--- config.mk ---
export PLATFORM = sky130hd
export DESIGN_NAME = mtg_timer_group
export DESIGN_NICKNAME = d
export VERILOG_FILES = /design/src/mtg_pkg.sv /design/src/mtg_timer_group.sv
export SDC_FILE = /design/constraint.sdc
export NUM_CORES = 1
export LEC_CHECK = 0
export BUFFER_PORTS_ARGS = -buffer_cell sky130_fd_sc_hd__buf_2
export CAP_MARGIN = 10
export CELL_PAD_IN_SITES_DETAIL_PLACEMENT = 1
export CELL_PAD_IN_SITES_GLOBAL_PLACEMENT = 1
export CORE_MARGIN = 2
export CORE_UTILIZATION = 36
export CTS_CLUSTER_SIZE = 12
export DETAILED_ROUTE_END_ITERATION = 7
export HOLD_SLACK_MARGIN = 0.1
export PLACE_DENSITY_LB_ADDON = 0.12
export SYNTH_ARGS = -nofsm -noshare
export SYNTH_HDL_FRONTEND = slang
export SYNTH_SLANG_ARGS = --single-unit
--- constraint.sdc ---
create_clock -name clk_i -period 1.96 [get_ports clk_i]
set_input_delay 0.294 -clock clk_i [delete_from_list [all_inputs] [get_ports clk_i]]
set_output_delay 0.294 -clock clk_i [all_outputs]
set_load 0.05 [all_outputs]
--- src/mtg_pkg.sv ---
// package for the multi-mode timer group: modes, config carrier, constants
package mtg_pkg;

  // count clock prescaler ratio of the 100 MHz clock
  localparam int unsigned MTG_PRESCALE_DIV = 4;
  // reset values and the 8-bit count maximum
  localparam logic [7:0]  MTG_CNT8_RST  = 8'h00;
  localparam logic [15:0] MTG_CNT16_RST = 16'h0000;
  localparam logic        MTG_OUT_RST   = 1'b0;
  localparam logic [7:0]  MTG_CNT8_MAX  = 8'hFF;

  // operating mode of the channel a / channel b pair
  typedef enum logic [1:0] {
    MTG_AB_STANDALONE = 2'b00,
    MTG_AB_CASCADE    = 2'b01,
    MTG_AB_CARRIER    = 2'b10,
    MTG_AB_PWM        = 2'b11
  } mtg_ab_mode_e;

  // operating mode of channel c
  typedef enum logic [1:0] {
    MTG_C_STANDALONE = 2'b00,
    MTG_C_PPG        = 2'b01,
    MTG_C_EVENT24    = 2'b10,
    MTG_C_STOP       = 2'b11
  } mtg_c_mode_e;

  // wide timer output pin action on compare match
  typedef enum logic [1:0] {
    MTG_ACT_NONE   = 2'b00,
    MTG_ACT_TOGGLE = 2'b01,
    MTG_ACT_SET    = 2'b10,
    MTG_ACT_CLEAR  = 2'b11
  } mtg_act_e;

  // software-written mode and value settings
  typedef struct packed {
    mtg_ab_mode_e ab_mode;
    mtg_c_mode_e  c_mode;
    logic         a_run;
    logic         b_run;
    logic         c_run;
    logic         w_run;
    logic         b_ext;       // b counts its event pin
    logic         c_ext;       // c counts its event pin
    logic         b_ppg;       // b pulse generator in stand-alone or pwm pair mode
    logic [7:0]   a_cmp;
    logic [7:0]   b_cmp;
    logic [7:0]   c_cmp;
    logic [7:0]   a_width;
    logic [7:0]   b_width;
    logic [7:0]   c_width;
    logic [15:0]  w_cmp;
    mtg_act_e     w_act;
  } mtg_cfg_s;

  // result of one interval-counter step
  typedef struct packed {
    logic [7:0] cnt;
    logic       hit;
  } mtg_step_s;

endpackage : mtg_pkg

--- src/mtg_timer_group.sv ---
// multi-mode timer group: three 8-bit channels and a 16-bit capture timer
// Function
// channels a, b and c each run alone as an 8-bit timer counter.
// stand-alone gives interval timer and square wave; a offers only these.
// stand-alone b and c may count their own external event pins.
// a and b cascade into one 16-bit counter; c never cascades.
// cascade gives 16-bit interval timer, event counter and square wave.
// carrier mode outputs b's carrier gated by a's cycle; only a/b.
// only a does pwm: programmable duty, fixed free-running overflow period.
// b and c pulse generator: software sets both period and width.
// c chained with wide timer forms 24-bit event counter; only c.
// 24-bit event counting is read only: no compare, match or clear.
// mode comes from software settings; only listed channel/mode pairs exist.
// wide timer raises interrupt when count equals compare value.
// wide timer performs configured output pin action at each match.
// capture trigger copies wide count into capture register, held till next.
// b irq on 8-bit match, or on combined a/b match when cascaded.
// outside world supplies event pulses on b and c event pins.
// square-wave output toggles at every compare match.
`timescale 1ns/10ps
`default_nettype none

module mtg_timer_group
  import mtg_pkg::*;
#(
  parameter int unsigned PRESCALE_DIV = MTG_PRESCALE_DIV
) (
  // clock and reset
  input  wire logic      clk_i,
  input  wire logic      rst_b_i,
  // settings from software
  input  wire mtg_cfg_s  cfg_i,
  // pins
  input  wire logic      channel_b_event_input_i,
  input  wire logic      channel_c_event_input_i,
  input  wire logic      capture_trigger_input_i,
  output logic           channel_a_output_o,
  output logic           channel_b_output_o,
  output logic           channel_c_output_o,
  output logic           wide_timer_output_o,
  // interrupt pulses
  output logic           channel_a_match_irq_o,
  output logic           channel_b_match_irq_o,
  output logic           channel_c_match_irq_o,
  output logic           wide_timer_match_irq_o,
  // count readback
  output logic [7:0]     channel_a_counter_o,
  output logic [7:0]     channel_b_counter_o,
  output logic [7:0]     channel_c_counter_o,
  output logic [15:0]    wide_timer_o,
  output logic [15:0]    capture_o
);

  localparam int unsigned PW = (PRESCALE_DIV > 1) ? $clog2(PRESCALE_DIV) : 1;
  localparam logic [PW-1:0] PRE_LAST = PW'(PRESCALE_DIV - 1);

  // whole state of the block
  typedef struct packed {
    logic [PW-1:0] pre;
    logic [1:0]    b_sync;
    logic [1:0]    c_sync;
    logic [1:0]    t_sync;
    logic          b_prev;
    logic          c_prev;
    logic          t_prev;
    logic [7:0]    a_cnt;
    logic [7:0]    b_cnt;
    logic [7:0]    c_cnt;
    logic [15:0]   w_cnt;
    logic [15:0]   cap;
    logic          a_tog;
    logic          b_tog;
    logic          c_tog;
    logic          a_out;
    logic          b_out;
    logic          c_out;
    logic          w_out;
    logic          a_irq;
    logic          b_irq;
    logic          c_irq;
    logic          w_irq;
  } mtg_state_s;

  mtg_state_s s;
  mtg_state_s next_s;

  // interval step: clears to zero on the count after reaching the compare value
  function automatic mtg_step_s step8(input logic [7:0] cnt, input logic [7:0] cmp,
                                      input logic en);
    mtg_step_s r;
    r.cnt = cnt;
    r.hit = 1'b0;
    if (en) begin
      if (cnt == cmp) begin
        r.cnt = MTG_CNT8_RST;
        r.hit = 1'b1;
      end else begin
        r.cnt = cnt + 8'h01;
      end
    end
    return r;
  endfunction : step8

  // next-state logic
  always_comb begin
    logic      tick;
    logic      b_edge;
    logic      c_edge;
    logic      t_edge;
    logic      b_ev;
    logic      c_ev;
    logic      ab_ev;
    mtg_step_s sa;
    mtg_step_s sb;
    mtg_step_s sc;
    logic [15:0] ab;
    tick   = 1'b0;
    b_edge = 1'b0;
    c_edge = 1'b0;
    t_edge = 1'b0;
    b_ev   = 1'b0;
    c_ev   = 1'b0;
    ab_ev  = 1'b0;
    sa     = '0;
    sb     = '0;
    sc     = '0;
    ab     = '0;
    next_s = s;
    next_s.a_irq = 1'b0;
    next_s.b_irq = 1'b0;
    next_s.c_irq = 1'b0;
    next_s.w_irq = 1'b0;

    // count clock enable from the divider
    if (s.pre == PRE_LAST) begin
      next_s.pre = '0;
      tick       = 1'b1;
    end else begin
      next_s.pre = s.pre + PW'(1);
    end

    // pin synchronisers; edges are taken from the second stage only
    next_s.b_sync = {s.b_sync[0], channel_b_event_input_i};
    next_s.c_sync = {s.c_sync[0], channel_c_event_input_i};
    next_s.t_sync = {s.t_sync[0], capture_trigger_input_i};
    next_s.b_prev = s.b_sync[1];
    next_s.c_prev = s.c_sync[1];
    next_s.t_prev = s.t_sync[1];
    b_edge = s.b_sync[1] & ~s.b_prev;
    c_edge = s.c_sync[1] & ~s.c_prev;
    t_edge = s.t_sync[1] & ~s.t_prev;

    // event pin or internal count clock for b and c
    b_ev = cfg_i.b_ext ? b_edge : tick;
    c_ev = cfg_i.c_ext ? c_edge : tick;

    // the a/b pair mode picks one of the legal combinations
    unique case (cfg_i.ab_mode)
      MTG_AB_CASCADE: begin
        // combined counter, b on top, count source follows b's choice
        ab_ev = cfg_i.b_ext ? b_edge : tick;
        ab    = {s.b_cnt, s.a_cnt};
        if (cfg_i.a_run && cfg_i.b_run && ab_ev) begin
          // combined match drives b's interrupt
          if (ab == {cfg_i.b_cmp, cfg_i.a_cmp}) begin
            ab           = MTG_CNT16_RST;
            next_s.b_irq = 1'b1;
            next_s.b_tog = ~s.b_tog;
          end else begin
            ab = ab + 16'h0001;
          end
        end
        next_s.b_cnt = ab[15:8];
        next_s.a_cnt = ab[7:0];
        // R17 16-bit square wave on b's pin
        next_s.b_out = s.b_tog;
      end
      MTG_AB_PWM: begin
        // free-running a, period is its 256-count overflow
        if (cfg_i.a_run && tick) begin
          next_s.a_cnt = s.a_cnt + 8'h01;
        end
        next_s.a_out = (s.a_cnt < cfg_i.a_width);
        next_s.a_irq = cfg_i.a_run && tick && (s.a_cnt == MTG_CNT8_MAX);
        // b keeps running on its own meanwhile
        sb = step8(s.b_cnt, cfg_i.b_cmp, cfg_i.b_run && b_ev);
        next_s.b_cnt = sb.cnt;
        next_s.b_irq = sb.hit;
        if (sb.hit) begin
          next_s.b_tog = ~s.b_tog;
        end
        next_s.b_out = cfg_i.b_ppg ? (s.b_cnt < cfg_i.b_width) : s.b_tog;
      end
      MTG_AB_STANDALONE, MTG_AB_CARRIER: begin
        // stand-alone a: interval timer and square wave
        sa = step8(s.a_cnt, cfg_i.a_cmp, cfg_i.a_run && tick);
        next_s.a_cnt = sa.cnt;
        next_s.a_irq = sa.hit;
        // toggle at each match
        if (sa.hit) begin
          next_s.a_tog = ~s.a_tog;
        end
        next_s.a_out = s.a_tog;
        // stand-alone b with its 8-bit match interrupt
        sb = step8(s.b_cnt, cfg_i.b_cmp, cfg_i.b_run && b_ev);
        next_s.b_cnt = sb.cnt;
        next_s.b_irq = sb.hit;
        if (sb.hit) begin
          next_s.b_tog = ~s.b_tog;
        end
        if (cfg_i.ab_mode == MTG_AB_CARRIER) begin
          // b's carrier passes only while a's cycle gate is high
          next_s.b_out = s.b_tog & s.a_tog;
        end else if (cfg_i.b_ppg) begin
          // compare sets the period, width sets the high time
          next_s.b_out = (s.b_cnt < cfg_i.b_width);
        end else begin
          next_s.b_out = s.b_tog;
        end
      end
    endcase

    // channel c and the wide timer
    if (cfg_i.c_mode == MTG_C_EVENT24) begin
      // c counts pin events, its overflow carries into the wide timer
      if (cfg_i.c_run && c_edge) begin
        next_s.c_cnt = s.c_cnt + 8'h01;
        if (s.c_cnt == MTG_CNT8_MAX) begin
          next_s.w_cnt = s.w_cnt + 16'h0001;
        end
      end
      // no compare, no match, no clear while chained
    end else begin
      if (cfg_i.c_mode != MTG_C_STOP) begin
        // stand-alone c
        sc = step8(s.c_cnt, cfg_i.c_cmp, cfg_i.c_run && c_ev);
        next_s.c_cnt = sc.cnt;
        next_s.c_irq = sc.hit;
        if (sc.hit) begin
          next_s.c_tog = ~s.c_tog;
        end
        // pulse generator, else R17 square wave
        next_s.c_out = (cfg_i.c_mode == MTG_C_PPG) ? (s.c_cnt < cfg_i.c_width) : s.c_tog;
      end
      // wide timer free-runs on the count clock
      if (cfg_i.w_run && tick) begin
        next_s.w_cnt = s.w_cnt + 16'h0001;
        if (s.w_cnt == cfg_i.w_cmp) begin
          // match interrupt
          next_s.w_irq = 1'b1;
          // configured pin action
          unique case (cfg_i.w_act)
            MTG_ACT_TOGGLE: next_s.w_out = ~s.w_out;
            MTG_ACT_SET:    next_s.w_out = 1'b1;
            MTG_ACT_CLEAR:  next_s.w_out = 1'b0;
            MTG_ACT_NONE:   next_s.w_out = s.w_out;
          endcase
        end
      end
    end

    // capture holds until the next trigger edge
    if (t_edge) begin
      next_s.cap = s.w_cnt;
    end
  end

  // state register; all outputs come straight from these flops
  always_ff @(posedge clk_i or negedge rst_b_i) begin
    if (!rst_b_i) begin
      s       <= '0;
      s.a_cnt <= MTG_CNT8_RST;
      s.b_cnt <= MTG_CNT8_RST;
      s.c_cnt <= MTG_CNT8_RST;
      s.w_cnt <= MTG_CNT16_RST;
      s.cap   <= MTG_CNT16_RST;
      s.w_out <= MTG_OUT_RST;
    end else begin
      s <= next_s;
    end
  end

  // port map of state fields
  assign channel_a_output_o     = s.a_out;
  assign channel_b_output_o     = s.b_out;
  assign channel_c_output_o     = s.c_out;
  assign wide_timer_output_o    = s.w_out;
  assign channel_a_match_irq_o  = s.a_irq;
  assign channel_b_match_irq_o  = s.b_irq;
  assign channel_c_match_irq_o  = s.c_irq;
  assign wide_timer_match_irq_o = s.w_irq;
  assign channel_a_counter_o    = s.a_cnt;
  assign channel_b_counter_o    = s.b_cnt;
  assign channel_c_counter_o    = s.c_cnt;
  assign wide_timer_o           = s.w_cnt;
  assign capture_o              = s.cap;

endmodule : mtg_timer_group

`default_nettype wire

==> metrics.csv, run 1 <==
stage;metric;value;unit
run_status;status;finished clean;
final_layout;Final Net Count;757;
final_layout;Area Overhead vs Synth;26.98;%
critical_path;Buffers & Inverters on Critical Path;0;
sta;count of final hold-check violations;0;
critical_path;CP max stage delay;0.52;ns
synth;Synth cell types;57;
grt;initial antenna violation count;1;
min_path;Hold WC Path Type;input port to flip-flop;
floorplanning;Top Ports;146;
power_and_ir_drop;peak supply drop;0.0003970;V
synth;Synthesized Nets;612;
final_layout;# diodes;0;
critical_path;CP Cell Sequence;ha_2, and3_4, and4b_2, o2111ai_4, or4_4, xnor2_2;
critical_path;Critical Path End Type;flip-flop;
synth;Syn Inst Count;504;
clock_network;H-Tree Depth;3;
floorplanning;std cell rows;42;
critical_path;critical path's top delay family;simple AND/OR/NAND/NOR gates;
clock_network;Clock Pin Slew Worst Setup and Hold Paths;0.06;ns
critical_path;critical path startpoint category;flip-flop;
critical_path;CP required;2.19;ns
synth;largest family of logic cells by synthesized area;simple AND/OR/NAND/NOR gates;
synth;yosys warns;0;
floorplanning;die height;121.3;µm
drt;Wirelength per Cell;15.83;µm
drt;DR vias;4076;
synth;Yosys top cell area share;39.40;%
synth;compound-cell area share of the yosys netlist;10.13;%
clock_network;Clock Latency Late Sink;0.35;ns
final_layout;fin cells;830;
synth;Post-Synth Simple-Gate Area;16.24;%
synth;XOR/XNOR Fraction of Synth Area;11.32;%
synth;sequential fraction of the synthesis area;39.40;%
power_and_ir_drop;Power per Cell Area;914.5;nW/µm²
drt;Residual DRC;0;
floorplanning;die area;14710;µm²
synth;asr flop ratio synth;100.0;%
place;PortBufs;145;
drt;Avg Vias per Cell;4.911;
drt;TritonRoute pass-1 iters;4;
sta;Fmax;512.7;MHz
critical_path;CP arrival;2.18;ns
synth;Adder-Cell Fraction of Synth Area;6.567;%
sta;min cycle time layout;1.950;ns
sta;fin crit share;99.52;%
critical_path;R2R depth;6;
synth;area leader, netlist;dfrtp_1;
sta;worst setup margin;0.009501;ns
place;placed insts;799;
floorplanning;Initial Utilization;37.11;%
synth;number of synthesized flops with an enable pin;0;
sta;Slew @ Worst Pin;0.5979;ns
grt;gr usage total;18.73;%
critical_path;Crit Path Class;flip-flop to flip-flop;
synth;mux cell area share after synthesis;4.875;%
floorplanning;Core Box Area;13350;µm²
sta;final setup violating endpoints;0;
synth;largest cells by area after synthesis;dfrtp_1 (39%), buf_4 (8.5%), xnor2_1 (7.1%);
drt;post-route ant nets;0;
final_layout;share of cells above drive strength 1;41.59;%
drt;Initial DRC Count;135;
synth;Synth Register Bits;78;
synth;Avg Cell Area, Syn;9.828;µm²
clock_network;CTS sink cnt;78;
critical_path;Levels on crit path;6;
power_and_ir_drop;LEAKAGE;0.003284;µW
clock_network;CTS tree;built;
sta;WHS;0.1295;ns
synth;Mapped Area;4954;µm²
grt;GR Overflow Total;0;
grt;largest net degree at the start of global routing;41;
min_path;Hold Path Stages;2;
clock_network;Root Driver;clkbuf_16;
floorplanning;DIE WIDTH;121.3;µm
clock_network;worst-case clock buffer depth;2;
place;Final GP Congestion;0.8091;
sta;Final Skew;0.007553;ns
critical_path;Crit-path slowest cell;or4_4;
drt;Post-Route WL;13140;µm
sta;setup TNS;0;ns
flow_run;Max Cap Viol;0;
sta;RSZ-0062 raised after global routing;true;
grt;global-route wire length before repair;21590;µm
grt;vias in the first global route;4368;
power_and_ir_drop;total power;5752;µW
place;post-place setup slack;-0.06729;ns
synth;main flop type after synthesis;dfrtp_1;
place;hpwl dp;10120;µm
sta;Slew Limit Headroom;59.87;%
clock_network;TritonCTS Buffers;9;
sta;max-slew violation count;0;
critical_path;CP Max Fanout;3;
[cells by family after synthesis]
logic type | Yosys count
DFF | 78
adders and majority gates | 26
and+or+nand+nor | 143
muxes | 22
xor gates and xnor gates | 64
buffers and inverters | 95
AOI/OAI and AO/OA | 76
[routing by layer]
layer	GRT usage [%]	up-vias	routed length [µm]
li1	-	1982	-
met1	23.88	1962	5838
met2	31.53	108	6449
met3	3.571	22	584
met4	6.897	2	250
met5	0	-	13
[power breakdown]
group          internal (µW)  leakage, µW  total (µW)  switching (µW)
Clock                   1020     0.000150        1710             690
Sequential              1800     0.000996        2030             226
Combinational            736      0.00214        2010            1270
Total                   3560      0.00328        5750            2190
[placed cells by master (no fill, tap or decap), types with 11 or more instances in the layout]
cell type  netlist  layout
dfrtp_1         78      70
xnor2_1         40      34
nand4_1         18      18
xor2_1          24      24
buf_2            1     144
mux2_2          17      17
buf_4           56      47
a21oi_1         15      15
a21o_1          11      11
nand2_1         32      32
inv_1           33      33
o21ai_0         21      14
nand3_1         14      14
ha_1            26      25
nor2_1          24      21
[layout make-up]
type                    count  area, µm²
fillers                  1577       7058
inverters                  33      123.9
clock buffers              11      242.7
clock inverters             5      57.56
repair buffers            196       1134
well taps                 176      220.2
flip-flops and latches     78       1962
multi-input cells         331       2550
[metrics by stage]
step / utilization (%) / instance area [µm²]
3_3_place_gp: 43.01 / 5741
6_report: 47.12 / 6290
5_1_grt: 47.12 / 6290
4_1_cts: 45.89 / 6126
3_5_place_dp: 43.01 / 5741
2_1_floorplan: - / 4954
[cells in the mapped netlist, types with 2 or more instances]
cell type and number:
nand2b_1 8, a22oi_1 2, clkbuf_1 5, nand3b_1 2, mux2_2 17, nor2_1 24, buf_4 56, nor2b_1 3
o21ai_0 21, nor3_1 5, inv_1 33, nor2_2 2, xnor2_1 40, nor2_4 2, o21ai_1 2, nand3_1 14
nand4_1 18, nor3_2 2, nor4_1 5, nand2_1 32, xor2_1 24, a31oi_1 2, dfrtp_1 78, a21o_1 11
o2111ai_1 2, a22o_1 6, or4_1 2, a21oi_1 15, mux2i_1 5, and4b_1 2, ha_1 26, a211oi_1 3
and3_1 11
[sequential cells by signal (all words and copies together), names as in the netlist, 6 cells and up]
register and cells:
next_s 6, s 8, wide_timer_o 16, capture_o 16, channel_b_counter_o 8, channel_c_counter_o 8
channel_a_counter_o 8
[worst paths after layout]
check	to	slack [ns]	startpoint
max reg2reg	wide_timer_o[15]$_DFFE_PN0P_	0.01	channel_c_counter_o[1]$_DFFE_PN0P_
max in group asynchronous	channel_a_counter_o[7]$_DFFE_PN0P_	0.88	rst_b_i
min in group asynchronous	channel_c_counter_o[4]$_DFFE_PN0P_	0.47	rst_b_i
min	wide_timer_output_o$_DFFE_PN0P_	0.13	cfg_i[0]
min reg2reg	next_s[67]$_DFF_PN0_	0.34	next_s[71]$_DFF_PN0_
max	wide_timer_o[15]$_DFFE_PN0P_	0.01	channel_c_counter_o[1]$_DFFE_PN0P_
[repair_timing]
| action | in CTS | in global routing |
|---|---|---|
| hold buffers | 4 | 0 |
| endpoints found under the hold margin | 42 | 0 |
| buffers inserted | 2 | 9 |
| pin swaps | 5 | 19 |
| gates resized for setup | 8 | 30 |
| endpoints found under the setup margin | 9 | 23 |
(Power assumes the default switching activity.)
==> inputs of run 2 (changes only) <==
Settings changed: CTS_BUF_LIST set to sky130_fd_sc_hd__clkbuf_16.
==> run 2 against run 1 <==
Largest power group unchanged. Sequential share of layout area is 0.093 points lower. Total power is 0.64% lower. Critical path type unchanged. Sequential cell count stayed put. Combinational power hardly changed. Wire length is 0.29% higher. Highest routed layer unchanged.
==> metrics.csv, run 2 (same netlist as run 1, synthesis figures left out) <==
stage;metric;value;unit;change
power_and_ir_drop;Power per Cell Area;906.0;nW/µm²;-0.94%
sta;count of final hold-check violations;0;;unchanged
critical_path;register-to-register setup slack;0.009;ns;about the same
place;hpwl dp;10120;µm;unchanged
clock_network;TritonCTS Buffers;9;;unchanged
sta;worst setup margin;0.009097;ns;-0.0004037 ns
grt;GR Overflow Total;0;;unchanged
critical_path;critical path startpoint category;flip-flop;;
min_path;Hold WC Path Type;input port to flip-flop;;
sta;Slew @ Worst Pin;0.6283;ns;+0.03034 ns
critical_path;Reg-to-Reg End;wide_timer_o[15]$_DFFE_PN0P_;;
critical_path;CP arrival;2.18;ns;about the same
drt;DR vias;4085;;+0.22%
clock_network;CTS sink cnt;78;;unchanged
place;Final GP Congestion;0.8091;;unchanged
sta;fin crit share;99.54;%;about the same
floorplanning;std cell rows;42;;unchanged
drt;Initial DRC Count;150;;+11%
clock_network;H-Tree Depth;3;;unchanged
final_layout;# diodes;0;;unchanged
critical_path;Crit Path Class;flip-flop to flip-flop;;
place;placed insts;799;;unchanged
final_layout;fin cells;832;;+0.24%
final_layout;most frequent cells in the layout;buf_2 (144), dfrtp_1 (70), buf_4 (49), inv_1 (34), xnor2_1 (34);;
sta;Final Skew;0.007459;ns;-0.00009371 ns
clock_network;Clock Latency Late Sink;0.35;ns;about the same
sta;max-slew violation count;0;;unchanged
sta;final setup violating endpoints;0;;unchanged
drt;TritonRoute pass-1 iters;4;;unchanged
min_path;Hold Path Stages;2;;unchanged
sta;min cycle time layout;1.951;ns;+0.0004037 ns
clock_network;CTS tree;built;;
final_layout;share of cells above drive strength 1;41.92;%;+0.33 points
floorplanning;Initial Utilization;37.11;%;unchanged
final_layout;Area Overhead vs Synth;27.36;%;
clock_network;worst-case clock buffer depth;2;;unchanged
drt;Avg Vias per Cell;4.910;;about the same
grt;met1 global-route usage;23.82;%;-0.059 points
floorplanning;die area;14710;µm²;unchanged
final_layout;fin util;47.26;%;+0.14 points
place;PortBufs;145;;unchanged
grt;largest net degree at the start of global routing;41;;unchanged
critical_path;reg-to-reg startpoint;channel_c_counter_o[1]$_DFFE_PN0P_;;
grt;gr usage total;18.72;%;about the same
grt;met2 Usage GRT;31.57;%;+0.035 points
drt;Post-Route WL;13170;µm;+0.29%
final_layout;most common cell after layout, fill and taps aside;buf_2;;
grt;global routing's busiest layer;met2;;
critical_path;CP Cell Sequence;ha_2, and3_4, and4b_2, o2111ai_4, or4_4, xnor2_2;;
grt;initial antenna violation count;1;;unchanged
min_path;HP Start;cfg_i[0];;
floorplanning;die height;121.3;µm;unchanged
floorplanning;Core Box Area;13350;µm²;unchanged
min_path;Worst Hold Endpoint;wide_timer_output_o$_DFFE_PN0P_;;
run_status;status;finished clean;;
drt;Residual DRC;0;;unchanged
clock_network;Clock Pin Slew Worst Setup and Hold Paths;0.06;ns;about the same
grt;vias in the first global route;4369;;+0.023%
power_and_ir_drop;peak supply drop;0.0003988;V;+0.45%
critical_path;CP Max Fanout;3;;unchanged
critical_path;CP required;2.19;ns;about the same
sta;RSZ-0062 raised after global routing;true;;
drt;Wirelength per Cell;15.83;µm;about the same
power_and_ir_drop;LEAKAGE;0.003294;µW;+0.30%
critical_path;CP max stage delay;0.52;ns;about the same
final_layout;layout filler cell count;1572;;-0.32%
flow_run;Max Cap Viol;0;;unchanged
place;post-place setup slack;-0.06729;ns;unchanged
drt;post-route ant nets;0;;unchanged
floorplanning;DIE WIDTH;121.3;µm;unchanged
clock_network;Root Driver;clkbuf_16;;
grt;global-route wire length before repair;21590;µm;unchanged
critical_path;Critical Path End Type;flip-flop;;
sta;Slew Limit Headroom;57.83;%;-2.0 points
final_layout;Final Net Count;759;;+0.26%
power_and_ir_drop;total power;5715;µW;-0.64%
grt;met3 Use GR;3.571;%;unchanged
sta;Fmax;512.6;MHz;about the same
critical_path;R2R depth;6;;unchanged
critical_path;Crit-path slowest cell;or4_4;;
floorplanning;Top Ports;146;;unchanged
-- run 2: where the power goes --
group	internal (µW)	total, µW	switching [µW]
Clock	979	1670	689
Combinational	741	2020	1280
Sequential	1800	2030	225
Total	3520	5720	2190
-- run 2: layout make-up --
| class | count | area, µm² | area share [%] |
|---|---|---|---|
| multi-input cells | 331 | 2564 | 40.64 |
| clock buffers | 9 | 225.2 | 3.570 |
| flip-flops and latches | 78 | 1962 | 31.10 |
| repair buffers | 198 | 1149 | 18.21 |
| well taps | 176 | 220.2 | 3.491 |
| clock inverters | 7 | 65.06 | 1.031 |
| inverters | 33 | 123.9 | 1.964 |
-- run 2: how the worst max path moves through the flow --
stage / startpoint / end / slack, ns / depth (start not counted)
floorplan: channel_c_counter_o[0]$_DFFE_PN0P_ / wide_timer_o[15]$_DFFE_PN0P_ / 0.14 / 6
global placement: channel_a_counter_o[1]$_DFFE_PN0P_ / channel_b_counter_o[4]$_DFFE_PN0P_ / 0.05 / 7
detailed placement: channel_a_counter_o[3]$_DFFE_PN0P_ / channel_a_counter_o[7]$_DFFE_PN0P_ / -0.07 / 6
CTS: channel_a_counter_o[0]$_DFFE_PN0P_ / channel_a_counter_o[7]$_DFFE_PN0P_ / 0.01 / 6
global route: channel_a_counter_o[7]$_DFFE_PN0P_ / channel_a_counter_o[0]$_DFFE_PN0P_ / -0.07 / 6
finish: channel_c_counter_o[1]$_DFFE_PN0P_ / wide_timer_o[15]$_DFFE_PN0P_ / 0.009 / 6
-- run 2: repair_timing --
action | in CTS | in global routing
hold endpoints to repair | 42 | 0
hold buffers | 4 | 0
endpoints found under the setup margin | 9 | 22
resized for setup | 8 | 32
pin swaps | 5 | 19
setup buffers | 2 | 11
-- run 2: stage by stage --
step | setup TNS (ns) | hold slack [ns] | area, µm²
after floorplan | 0 | -0.001591 | 4954
after global placement | 0 | 0.3061 | 5741
after detailed placement | -0.2239 | 0.3116 | 5741
after CTS | 0 | 0.1186 | 6116
after global routing | -0.2881 | 0.1207 | 6309
final | 0 | 0.1292 | 6309
-- run 2: metal layers --
metal	part of all wire (%)	vias up
met3	4.4	22
met1	44	1967
li1	-	1985
met2	49	109
met5	0.099	-
met4	1.9	2
-- run 2: critical path, delay by kind of cell, from the launching register on --
family,cells,cell delay [ns]
AND/OR/NAND/NOR,3,0.99
flip-flops,1,0.36
adder cells (fa/ha/maj),1,0.19
AO/OA/AOI/OAI,1,0.15
XOR/XNOR,1,0.14
